===== src/timed_port_pkg.sv =====
package timed_port_pkg;
  // ************************
  // Port and pin arrangement
  // ************************
  localparam int NPORT = 5;
  localparam int NCB   = 6;
  localparam int NPIN  = 32;
  localparam int CNT_W = 16;
  localparam int PORT_W    [NPORT] = '{1, 4, 8, 16, 32};
  localparam int PORT_BASE [NPORT] = '{0, 4, 0, 0, 0};
  localparam int LINK_LO = 28;
  localparam int LINK_HI = 31;
  localparam logic [2:0] NO_OWNER = 3'h7;

  // ***************
  // Reference clock
  // ***************
  localparam int CLK_MHZ = 100;
  localparam int REF_MHZ = 100;
  localparam logic [7:0] REF_DIV = 8'(CLK_MHZ / REF_MHZ - 1);

  // ************
  // Register map
  // ************
  localparam logic [3:0] R_CTRL  = 4'h0;
  localparam logic [3:0] R_DATA  = 4'h4;
  localparam logic [3:0] R_TIME  = 4'h8;
  localparam logic [3:0] R_STAMP = 4'hC;
  localparam logic [7:0] OFS_STATUS = 8'h80;
  localparam logic [7:0] OFS_MASK   = 8'h84;
  localparam logic [7:0] OFS_LINK   = 8'h88;
  localparam logic [2:0] CB_PAGE    = 3'h5;
  localparam logic [31:0] CTRL_RESET = 32'h0;

  // Control fields of a port
  localparam int C_EN    = 0;
  localparam int C_OUT   = 1;
  localparam int C_OD    = 2;
  localparam int C_COND  = 3;
  localparam int C_TIMED = 4;
  localparam int C_STB   = 5;
  localparam int C_CLK   = 8;
  // Clock block config fields
  localparam int CB_SRC = 0;
  localparam int CB_DIV = 8;
endpackage


===== src/timed_port.sv =====
`timescale 1ns/1ns
// Overview of operation
// - Each port has one direction bit; all its pins go the same way.
// - Ports of 1, 4, 8, 16, 32 pins, each at its own width.
// - Drive pins, or sample them, optionally until a match value appears.
// - Every register access completes with no wait states.
// - Open-drain option per port: zero drives low, one releases the pin.
// - Output data passes through a transfer register and a serdes stage; input data goes straight to the transfer register.
// - A 16-bit port counter can time the transfer moment.
// - Port counter readable at any time; compare value delays transfers.
// - Each transfer stores the counter as a readable timestamp.
// - Enabled link takes its shared pins from all ports.
// - Narrower enabled port wins shared pins; wider keeps the rest.
// - Port transfers are delivered as direct event pulses.
// - Six clock blocks; block 0 is the 100 MHz reference.
// - Blocks 1 to 5 may tick from the 1-bit port, divided.
// - Strobe in qualifies input data; strobe out marks output data.
// - After reset every port uses clock block 0.
// - A wait ends on a port event, including a timed one.
module timed_port
  import timed_port_pkg::*;
(
  input  wire logic                            hclk,
  input  wire logic                            hresetn,
  input  wire logic                            hsel,
  input  wire logic [31:0]                     haddr,
  input  wire logic [1:0]                      htrans,
  input  wire logic                            hwrite,
  input  wire logic [2:0]                      hsize,
  input  wire logic                            hready,
  input  wire logic [31:0]                     hwdata,
  output logic      [31:0]                     hrdata,
  output wire logic                            hreadyout,
  output wire logic                            hresp,
  input  wire logic [timed_port_pkg::NPIN-1:0] pin_in,
  output logic      [timed_port_pkg::NPIN-1:0] pin_out,
  output logic      [timed_port_pkg::NPIN-1:0] pin_oe_n,
  input  wire logic [timed_port_pkg::NPORT-1:0] strobe_in,
  output logic      [timed_port_pkg::NPORT-1:0] strobe_out,
  output wire logic [timed_port_pkg::NPORT-1:0] port_event,
  output wire logic                            irq
);
  import timed_port_pkg::*;

  // **************
  // Shared storage
  // **************
  logic [31:0]      ctrl  [NPORT];
  logic [31:0]      xfer  [NPORT];
  logic [31:0]      cond  [NPORT];
  logic [31:0]      shreg [NPORT];
  logic [CNT_W-1:0] cnt   [NPORT];
  logic [CNT_W-1:0] tcmp  [NPORT];
  logic [CNT_W-1:0] stamp [NPORT];
  logic [15:0]      cb_cfg [NCB];
  logic [NPORT-1:0] pending;
  logic [NPORT-1:0] full;
  logic [NPORT-1:0] go;
  logic [NPORT-1:0] tk_v;
  logic [NPORT-1:0] stb1;
  logic [NPORT-1:0] out_v;
  logic [NPORT-1:0] od_v;
  logic [NPORT-1:0] status;
  logic [NPORT-1:0] mask;
  logic [NPORT-1:0][NPIN-1:0] own;
  logic [NPORT-1:0][NPIN-1:0] placed;
  logic [NCB-1:0]   tick;
  logic             link_en;
  logic             wr_pend;
  logic [7:0]       wr_addr;
  logic             pin0_q;
  logic             boot;
  logic [NPIN+NPORT-1:0] m1;
  logic [NPIN+NPORT-1:0] m2;
  logic [NPIN+NPORT-1:0] m3;
  logic [NPIN+NPORT-1:0] mst;

  // *************
  // AHB-Lite decode
  // *************
  // Zero wait states: every access ends in its first data phase
  assign hreadyout = 1'b1;
  assign hresp     = 1'b0;
  wire       acc    = hsel & htrans[1] & hready;
  wire [2:0] a_port = haddr[6:4];
  wire [2:0] a_cb   = haddr[4:2];
  wire [2:0] w_port = wr_addr[6:4];
  wire [2:0] w_cb   = wr_addr[4:2];
  wire       w_glob = wr_pend & wr_addr[7];
  wire       w_loc  = wr_pend & ~wr_addr[7];
  wire       wr_stat = w_glob & (wr_addr == OFS_STATUS);
  wire       wr_mask = w_glob & (wr_addr == OFS_MASK);
  wire       wr_link = w_glob & (wr_addr == OFS_LINK);
  wire       wr_cb   = w_glob & (wr_addr[7:5] == CB_PAGE)
                       & (w_cb != 3'h0) & (w_cb < 3'(NCB));
  wire [NPORT-1:0] w1c = wr_stat ? hwdata[NPORT-1:0] : '0;
  wire [7:0] tick8 = 8'(tick);

  // Read selection from the address phase
  wire [31:0] port_rd =
    (a_port >= 3'(NPORT))  ? 32'h0 :
    (haddr[3:0] == R_CTRL) ? ctrl[a_port] :
    (haddr[3:0] == R_DATA) ? xfer[a_port] :
    (haddr[3:0] == R_TIME) ? 32'(cnt[a_port]) :
                             32'(stamp[a_port]);
  wire [31:0] glob_rd =
    (haddr[7:0] == OFS_STATUS) ? 32'(status) :
    (haddr[7:0] == OFS_MASK)   ? 32'(mask) :
    (haddr[7:0] == OFS_LINK)   ? 32'(link_en) :
    ((haddr[7:5] == CB_PAGE) && (a_cb < 3'(NCB)))
                               ? 32'(cb_cfg[a_cb]) : 32'h0;
  wire [31:0] rd_mux = haddr[7] ? glob_rd : port_rd;

  // Interrupt line and direct event pulses
  assign irq        = |(status & mask);
  assign port_event = go;

  // Bus phase, status, config and pin synchronisers
  always_ff @(posedge hclk or negedge hresetn) begin
    if (!hresetn) begin
      wr_pend <= 1'b0;
      wr_addr <= 8'h00;
      hrdata  <= 32'h0;
      status  <= '0;
      mask    <= '0;
      link_en <= 1'b0;
      pin0_q  <= 1'b0;
      boot    <= 1'b1;
      m1      <= '0;
      m2      <= '0;
      m3      <= '0;
      mst     <= '0;
    end else begin
      wr_pend <= acc & hwrite;
      boot    <= 1'b0;
      if (acc) begin
        wr_addr <= haddr[7:0];
      end
      if (acc & ~hwrite) begin
        hrdata <= rd_mux;
      end
      // Set wins over a write-one clear in the same cycle
      status <= (status & ~w1c) | go;
      if (wr_mask) begin
        mask <= hwdata[NPORT-1:0];
      end
      if (wr_link) begin
        link_en <= hwdata[0];
      end
      m1  <= {strobe_in, pin_in};
      m2  <= m1;
      m3  <= m2;
      // A change counts once the second and third stage agree
      mst <= (m2 & m3) | (mst & (m2 ^ m3));
      pin0_q <= mst[0];
    end
  end

  // Clock block config; block 0 is fixed to the reference
  always_ff @(posedge hclk or negedge hresetn) begin
    if (!hresetn) begin
      for (int k = 0; k < NCB; k++) begin
        cb_cfg[k] <= 16'h0000;
      end
    end else if (wr_cb) begin
      cb_cfg[w_cb] <= hwdata[15:0];
    end
  end

  // ************
  // Clock blocks
  // ************
  wire pin0_rise = mst[0] & ~pin0_q;
  for (genvar k = 0; k < NCB; k++) begin : g_cb
    logic [7:0] div_cnt;
    // Block 0 divides hclk down to the reference rate
    wire [7:0] div = (k == 0) ? REF_DIV : cb_cfg[k][CB_DIV+:8];
    wire       ext = (k != 0) & cb_cfg[k][CB_SRC];
    wire       src = ext ? pin0_rise : 1'b1;
    assign tick[k] = src & (div_cnt >= div);
    always_ff @(posedge hclk or negedge hresetn) begin
      if (!hresetn) begin
        div_cnt <= 8'h00;
      end else if (src) begin
        div_cnt <= tick[k] ? 8'h00 : div_cnt + 8'h01;
      end
    end
  end

  // *****
  // Ports
  // *****
  for (genvar p = 0; p < NPORT; p++) begin : g_port
    localparam logic [31:0] WMASK = 32'((64'h1 << PORT_W[p]) - 64'h1);
    wire       en    = ctrl[p][C_EN];
    wire       out_m = ctrl[p][C_OUT];
    wire [2:0] sel   = ctrl[p][C_CLK+:3];
    wire       tk    = en & tick8[sel];
    wire       at_t  = ~ctrl[p][C_TIMED] | (cnt[p] == tcmp[p]);
    // Pins taken by a narrower port or the link read as zero
    wire [31:0] smp  = ((mst[NPIN-1:0] & own[p]) >> PORT_BASE[p]) & WMASK;
    wire       hit   = (~ctrl[p][C_COND] | (smp == cond[p]))
                     & (~ctrl[p][C_STB] | mst[NPIN+p]);
    wire       sel_p = (w_port == 3'(p));
    wire       wc    = w_loc & sel_p & (wr_addr[3:0] == R_CTRL);
    wire       wd    = w_loc & sel_p & (wr_addr[3:0] == R_DATA);
    wire       wt    = w_loc & sel_p & (wr_addr[3:0] == R_TIME);
    wire       rclr  = acc & ~hwrite & ~haddr[7]
                     & (a_port == 3'(p)) & (haddr[3:0] == R_DATA);
    assign tk_v[p]   = tk;
    assign out_v[p]  = en & out_m;
    assign od_v[p]   = ctrl[p][C_OD];
    assign placed[p] = shreg[p] << PORT_BASE[p];
    assign go[p]     = tk & at_t & (out_m ? pending[p] : hit & ~full[p]);

    // Transfer register, serdes stage, counter and stamp
    always_ff @(posedge hclk or negedge hresetn) begin
      if (!hresetn) begin
        ctrl[p]    <= CTRL_RESET;
        xfer[p]    <= 32'h0;
        cond[p]    <= 32'h0;
        shreg[p]   <= 32'h0;
        cnt[p]     <= '0;
        tcmp[p]    <= '0;
        stamp[p]   <= '0;
        pending[p] <= 1'b0;
        full[p]    <= 1'b0;
        stb1[p]    <= 1'b0;
        strobe_out[p] <= 1'b0;
      end else begin
        if (wc) begin
          ctrl[p] <= hwdata;
        end
        if (wt) begin
          tcmp[p] <= hwdata[CNT_W-1:0];
        end
        if (tk) begin
          cnt[p] <= cnt[p] + 16'h0001;
        end
        // A new word wins over the one leaving this cycle
        if (wd & out_m) begin
          xfer[p]    <= hwdata & WMASK;
          pending[p] <= 1'b1;
        end else if (go[p] & out_m) begin
          pending[p] <= 1'b0;
        end
        if (wd & ~out_m) begin
          cond[p] <= hwdata & WMASK;
        end
        if (go[p]) begin
          stamp[p] <= cnt[p];
          if (out_m) begin
            shreg[p] <= xfer[p];
          end else begin
            xfer[p] <= smp;
          end
        end
        if (go[p] & ~out_m) begin
          full[p] <= 1'b1;
        end else if (rclr | wd) begin
          full[p] <= 1'b0;
        end
        // Strobe passes two stages, so it rises with the pin register
        stb1[p]       <= go[p] & out_m & ctrl[p][C_STB];
        strobe_out[p] <= stb1[p];
      end
    end

  end

  // ***************
  // Pin arbitration
  // ***************
  for (genvar i = 0; i < NPIN; i++) begin : g_pin
    logic [2:0] own_i;
    logic [7:0] v8;
    // Narrowest enabled port claims the pin; link overrides all
    always_comb begin
      own_i = NO_OWNER;
      for (int p = NPORT - 1; p >= 0; p--) begin
        if (ctrl[p][C_EN] && i >= PORT_BASE[p]
            && i < PORT_BASE[p] + PORT_W[p]) begin
          own_i = 3'(p);
        end
      end
      if (link_en && i >= LINK_LO && i <= LINK_HI) begin
        own_i = NO_OWNER;
      end
    end
    for (genvar p = 0; p < NPORT; p++) begin : g_own
      assign own[p][i] = (own_i == 3'(p));
      assign v8[p]     = placed[p][i];
    end
    assign v8[7:NPORT] = '0;
    wire [7:0] out8 = 8'(out_v);
    wire [7:0] od8  = 8'(od_v);
    wire drv = out8[own_i];
    wire od  = od8[own_i];
    wire val = v8[own_i];
    // Registered so the pads never see decode glitches
    always_ff @(posedge hclk or negedge hresetn) begin
      if (!hresetn) begin
        pin_out[i]  <= 1'b0;
        pin_oe_n[i] <= 1'b1;
      end else begin
        pin_out[i]  <= drv & ~od & val;
        pin_oe_n[i] <= ~drv | (od & val);
      end
    end

  end
endmodule


===== config.mk =====
export PLATFORM = sky130hd
export DESIGN_NAME = timed_port
export DESIGN_NICKNAME = d
export VERILOG_FILES = /design/src/timed_port_pkg.sv /design/src/timed_port.sv
export SDC_FILE = /design/constraint.sdc
export NUM_CORES = 2
export LEC_CHECK = 0
export ABC_AREA = 1
export CAP_MARGIN = 25
export CORE_UTILIZATION = 35
export CTS_CLUSTER_SIZE = 16
export DETAILED_ROUTE_END_ITERATION = 16
export DONT_BUFFER_PORTS = 1
export HOLD_SLACK_MARGIN = 0.08
export SLEW_MARGIN = 20
export SYNTH_ARGS = -nofsm -noshare
export SYNTH_HDL_FRONTEND = slang
export SYNTH_SLANG_ARGS = --single-unit
export TNS_END_PERCENT = 5

===== constraint.sdc =====
create_clock -name hclk -period 8.4 [get_ports hclk]
set_clock_uncertainty 0.05 [all_clocks]
set_input_delay 1.68 -clock hclk [delete_from_list [all_inputs] [get_ports hclk]]
set_output_delay 1.68 -clock hclk [all_outputs]
set_load 0.02 [all_outputs]

Word-level counts from Yosys, hierarchy flattened
Index checks and enable logic that the tools add are counted.
Widths: inputs -> output; s select.
{ "totals": {"ram_bits": 0, "reg_bits": 1206, "romBits": 0, "word_cells": 713, "latch_bits": 0, "out_inout_bits": 109, "in_bits": 111, "n_memories": 0} }
{ "classes": {"muxes": 183, "bitwise": 283, "n_lt_le_gt_ge": 24, "reduce_logical": 24, "n_shift": 0, "n_mul": 0, "add_sub_neg": 11, "n_eq_ne": 46, "n_div": 0} }
{ "ops": {"columns": ["op", "n"], "rows": [
  ["$mux 32", 23],
  ["$bmux 32 s3", 2],
  ["$mux 16", 12],
  ["$and 1x1->1", 175],
  ["$bmux 1 s3", 49],
  ["$bmux 16 s3", 3],
  ["$bwmux 96", 1],
  ["$eq 16x16->1", 6],
  ["$add 16x1->16 const B", 5],
  ["$mux 1", 79],
  ["$and 37x37->37", 2],
  ["$or 1x1->1", 52],
  ["$add 8x1->8 const B", 6],
  ["$demux 16 s3", 1],
  ["$eq 8x8->1 const B", 6],
  ["$mux 8", 6],
  ["$lt 3x4->1 const B", 11],
  ["$not 1->1", 41],
  ["$ge 8x8->1", 5],
  ["$or 37x37->37", 1],
  ["$xor 37x37->37", 1],
  ["$eq 3x2->1 const B", 11],
  ["$and 32x32->32", 1],
  ["$eq 32x32->1", 1],
  ["28 further kinds", 71]
]} }

Logic depth before layout (Yosys ltp)
{ "logic_depth": {"depth_word": 15, "depth_mapped": 20} }

Least setup slack after synthesis
No wires, ideal clock.
{ "synth_path": {"kind": "register -> output", "start": "register g_cb[5].div_cnt[1]", "end": "output port_event[1] (netlist name)", "n_path_buf": 1, "arrival_ns": 2.193, "path_stages_with_launch": 17, "slack_ns": 4.477, "path_cell_list": "dfrtp_1 > ha_1 > inv_1 > o21bai_1 > nand2_1 > nand2_1 > nand2_1 > nand3_1 > nand2_1 > inv_2 > nand2_1 > nand3_1 > nand2_1 > a21oi_4 > nand2_2 > buf_4 > inv_1"} }
{ "synth_between": {"elab_chain_cells": 7} }
{ "synth_lines": {"columns": ["element", "line_no", "source"], "rows": [
  ["start: declaration", "timed_port.sv:175", "logic [7:0] div_cnt;"],
  ["start signal: assignment", "timed_port.sv:185", "div_cnt <= tick[k] ? 8'h00 : div_cnt + 8'h01;"],
  ["$ge 8x8->1", "timed_port.sv:180", "assign tick[k] = src & (div_cnt >= div);"],
  ["$and 1x1->1", "timed_port.sv:180", null],
  ["$bmux 1 s3", "timed_port.sv:198", "wire tk = en & tick8[sel];"],
  ["$mux 1 (not written as such)", "timed_port.sv:198", null],
  ["$and 1x1->1", "timed_port.sv:198", null],
  ["$and 1x1->1 (2 in series)", "timed_port.sv:214", "assign go[p] = tk & at_t & (out_m ? pending[p] : hit & ~full[p]);"],
  ["end: declaration", "timed_port.sv:40", "output wire logic [timed_port_pkg::NPORT-1:0] port_event,"]
]} }
No other way between the ends. The select of a mux whose other input is x is not followed.

Worst setup path in the final report
{ "layout_path": {"start": "register g_cb[1].div_cnt[5]", "end": "output port_event[2] (netlist name)"} }
{ "layout_between": {"elab_chain_cells": 7} }
{ "layout_lines": {"columns": ["element", "line_no"], "rows": [
  ["start: declaration", "timed_port.sv:175"],
  ["start signal: assignment", "timed_port.sv:185"],
  ["$ge 8x8->1", "timed_port.sv:180"],
  ["$and 1x1->1", "timed_port.sv:180"],
  ["$bmux 1 s3", "timed_port.sv:198"],
  ["$mux 1 (not written as such)", "timed_port.sv:198"],
  ["$and 1x1->1", "timed_port.sv:198"],
  ["$and 1x1->1 (2 in series)", "timed_port.sv:214"]
]} }
No other way between the ends. The select of a mux whose other input is x is not followed.

==> impl_summary.txt <==
----------------------------------------------------
[Final layout]
  Non-filler instance count after layout ... 7771
  Layout cells sized above 1 ... 6.79%
  Final-stage net count ... 5958
  Area added between synthesis and finish ... 12.1%
  Sequential standard cell area ... 27700 µm²
  Post-route core utilization ... 39.5%
  Multi-input logic area ... 20200 µm²
  Fill cell instance count of the final layout ... 14378

[Clock tree]
  Clock-pin slew reported for the worst setup and hold paths after clock tree synthesis ... 0.06 ns
  Clock insertion delay at the later pin of the skew report ... 0.80 ns
  Count of hold-fix buffers inserted at cts ... 0
  Maximum level of the CTS H-tree ... 3
  Number of buffers between clock root and the deepest sink ... 3
  Number of buffers inserted during clock tree synthesis ... 119
  Post CTS Setup Buffer Count ... 0
  Resized cells post-CTS ... 0
  TritonCTS clock tree ... built
  CTS sink count ... 1107
  CTS root buf ... clkbuf_16

[Place]
  # port buffers ... 0
  Placed wire-length estimate ... 111000 µm
  Placed Cells ... 7538
  GP Congestion ... 0.932

[Critical path]
  Worst setup path category ... reg2out
  List of cells traversed by the critical path ... ha_1 > a21oi_1 > nor2_1 > nor3_1 > nand3_1 > nand2_2 > nand3_1 > nand2_1 > nand2_1 > nand2_1 > inv_1 > nand2_4 > clkinv_1
  Number of cells on the worst reg-to-reg path ... 17
  Data arrival time of the critical path ... 5.07 ns
  Highest cell delay on the worst timing path ... 0.67 ns
  Most frequent cell on the critical path ... nand2_1
  Element type at the critical path end ... output pin
  Critical-path top delay cell ... clkinv_1
  Crit Path Max Fanout ... 43
  Worst Setup Start Kind ... flop
  WP data required ... 6.67 ns

[Logic synthesis]
  Syn Area/Cell ... 8.58 µm²
  Count of warnings emitted by yosys ... 0
  Area share of the leading cell type in the synthesized netlist ... 53.2%
  Synthesized area ... 50600 µm²
  Top post-synthesis cells by area ... dfrtp_1, nand2_1, o21ai_0, nor2_1, inv_1
  Synthesis-stage register bit count ... 1107
  Primary flip-flop cell chosen by synthesis mapping ... dfrtp_1
  Cell accounting for the most synthesized area ... dfrtp_1
  Mapped Nets ... 6094
  Leading cell types by count after synthesis ... nand2_1, dfrtp_1, o21ai_0
  Most common cell in the synthesized netlist ... nand2_1
  Synthesized netlist cell count ... 5896
  Proportion of synthesized chip area in sequential cells ... 54.9%
  Proportion of register bits with asynchronous set or reset after synthesis ... 100%
  EDFF count, synth ... 0
  Distinct cell type count of the synthesized netlist ... 64

[GRT]
  First-pass GRT wire length ... 254000 µm
  Met1 capacity usage during global routing ... 32.6%
  Antenna violations before repair ... 8
  Global routing usage summed across all routing layers ... 22.8%
  Global routing's busiest layer ... met2
  Met2 capacity usage during global routing ... 33.6%
  Met3 GRT Util ... 5.41%
  Maximum number of pins on one net before global-route repair ... 193
  Total gr overflow ... 0
  Number of global-route vias before repair ... 39185

[Routing]
  Iteration-0 DRC count of the detailed router ... 4619
  Length of the first detailed-routing pass in iterations ... 5
  Residual DRC count ... 0
  Total vias in the final route ... 41502
  Per-cell routed wire length ... 21.6 µm
  Detailed-route wire length ... 168000 µm
  Remaining number of nets flagged by the antenna check after routing ... 0
  Per-cell via count in the routed design ... 5.34

[STA]
  Final Setup Violations ... 0
  Period Utilization, post-route ... 80.9%
  Rel. slew slack ... 29.6%
  Endpoints failing hold ... 0
  Final hold slack ... 0.289 ns
  Final Slew Violations ... 0
  Actual transition at the worst max-transition pin ... 1.06 ns
  Top achievable clock speed ... 0.147 GHz
  Total negative slack for setup checks ... 0 ns
  Clock period minus final worst setup slack ... 6.80 ns
  Setup repair after global routing missed its margin ... false

[Die]
  Die height ... 382 µm
  Area enclosed by the die boundary ... 146000 µm²
  I/O pin total ... 220
  # rows ... 139
  Die boundary width ... 382 µm
  Core Region ... 143000 µm²
  Effective utilization at floorplan ... 35.2%

[Pwr]
  Overall power of the completed layout ... 13.2 mW
  Pwr/cell area ... 233 nW/µm²
  Leakage power summed over all cells ... 26.7 nW
  Worst vdd ir ... 0.162 mV

[Min path]
  Worst min-delay path class ... reg2reg
  Instance count along the most critical hold path ... 0

[Status]
  Outcome ... finished, final reports clean

[Job]
  Max-cap viol count ... 0

----------------------------------------------------
==> worst max-delay path: cells and delay by family (launching register included) <==
kind                       cells  cell delay, ns
DFF                            1            0.43
AOI/OAI and AO/OA              1            0.15
adders and majority gates      1            0.32
buffers and inverters          2            1.30
and+or+nand+nor                9            2.01
==> sequential cells by signal, summed over array words and instances, names as in the netlist, 37 cells and up <==
signal,cells
xfer,160
cond,61
m3,37
ctrl,160
mst,37
m2,37
g_pin.v8,65
cnt,80
g_cb.div_cnt,40
tcmp,80
cb_cfg,96
stamp,80
m1,37
==> power by group <==
group	switching, mW	leakage, nW	total [mW]	internal, mW
registers	0.451	13.0	6.20	5.75
logic	0.942	11.6	1.35	0.412
clock network	2.31	2.08	5.65	3.33
==> per-stage QoR <==
stage | area [µm²] | setup WS (ns)
floorplan | 50600 | 4.48
global placement | 52200 | 2.45
detailed placement | 52400 | 2.45
CTS | 56600 | 1.57
global route | 56700 | 1.35
finish | 56700 | 1.60
==> cells in the final DEF, fill, tap and decap left out, types with 15 or more instances in the layout <==
| cell type | instances |
|---|---|
| ha_1 | 87 |
| a221oi_1 | 19 |
| clkinv_2 | 24 |
| nand3_1 | 194 |
| nand2_2 | 15 |
| inv_1 | 336 |
| o22ai_1 | 34 |
| nand4_1 | 119 |
| dfstp_2 | 32 |
| nor2_1 | 334 |
| xor2_1 | 79 |
| a21o_1 | 38 |
| buf_4 | 67 |
| nor3_1 | 59 |
| o211ai_1 | 33 |
| o21ai_1 | 39 |
| nor2_2 | 15 |
| nor4_1 | 15 |
| or2_2 | 15 |
| dfrtp_1 | 1073 |
| clkbuf_16 | 119 |
| bufinv_16 | 15 |
| clkbuf_8 | 28 |
| a22o_1 | 17 |
| clkbuf_1 | 27 |
| o21a_1 | 16 |
| o221ai_1 | 21 |
| xnor2_1 | 67 |
| nand2_1 | 1885 |
| a41oi_1 | 40 |
| a22oi_1 | 18 |
| a21oi_1 | 136 |
| o21ai_0 | 704 |
==> final timing paths <==
check | to | slack [ns] | startpoint
max | port_event[2] | 1.60 | g_cb[1].div_cnt[5]$_DFFE_PN0P_
min | m2[21]$_DFF_PN0_ | 0.29 | m1[21]$_DFF_PN0_
max reg2reg | xfer[84]$_DFF_PN0_ | 3.49 | g_cb[2].div_cnt[0]$_DFFE_PN0P_
min reg2reg | m2[21]$_DFF_PN0_ | 0.29 | m1[21]$_DFF_PN0_
max in group asynchronous | pin_out[7]$_DFF_PN0_ | 5.70 | hresetn
min in group asynchronous | ctrl[24]$_DFFE_PN0P_ | 0.58 | hresetn
==> cell families (layout without fill, tap and decap cells) <==
kind of cell | after synthesis | after routing | synth area share [%]
buf+inv | 697 | 665 | 5.40
simple gates | 2686 | 2686 | 21.7
xor+xnor | 146 | 146 | 2.53
fa+ha+maj | 87 | 87 | 2.15
other cells | 2 | 6 | 0.0148
mux | 2 | 2 | 0.0445
flops | 1107 | 1107 | 54.9
compound gates | 1169 | 1169 | 13.3
==> cell type report <==
class | count | area share, %
inverters | 361 | 2.39
repair buffers | 79 | 1.39
clock buffers | 174 | 6.11
well taps | 1903 | 4.20
diodes | 4 | 0.0176
clock inverters | 51 | 1.40
multi-input cells | 4092 | 35.6
flip-flops and latches | 1107 | 48.9
==> routing by layer <==
layer	part of all wire, %	up-vias
li1	-	19161
met1	44	20359
met5	0	-
met2	43	1702
met3	9.8	280
met4	3.6	0
No activity file was read; power rests on OpenSTA's default activity.
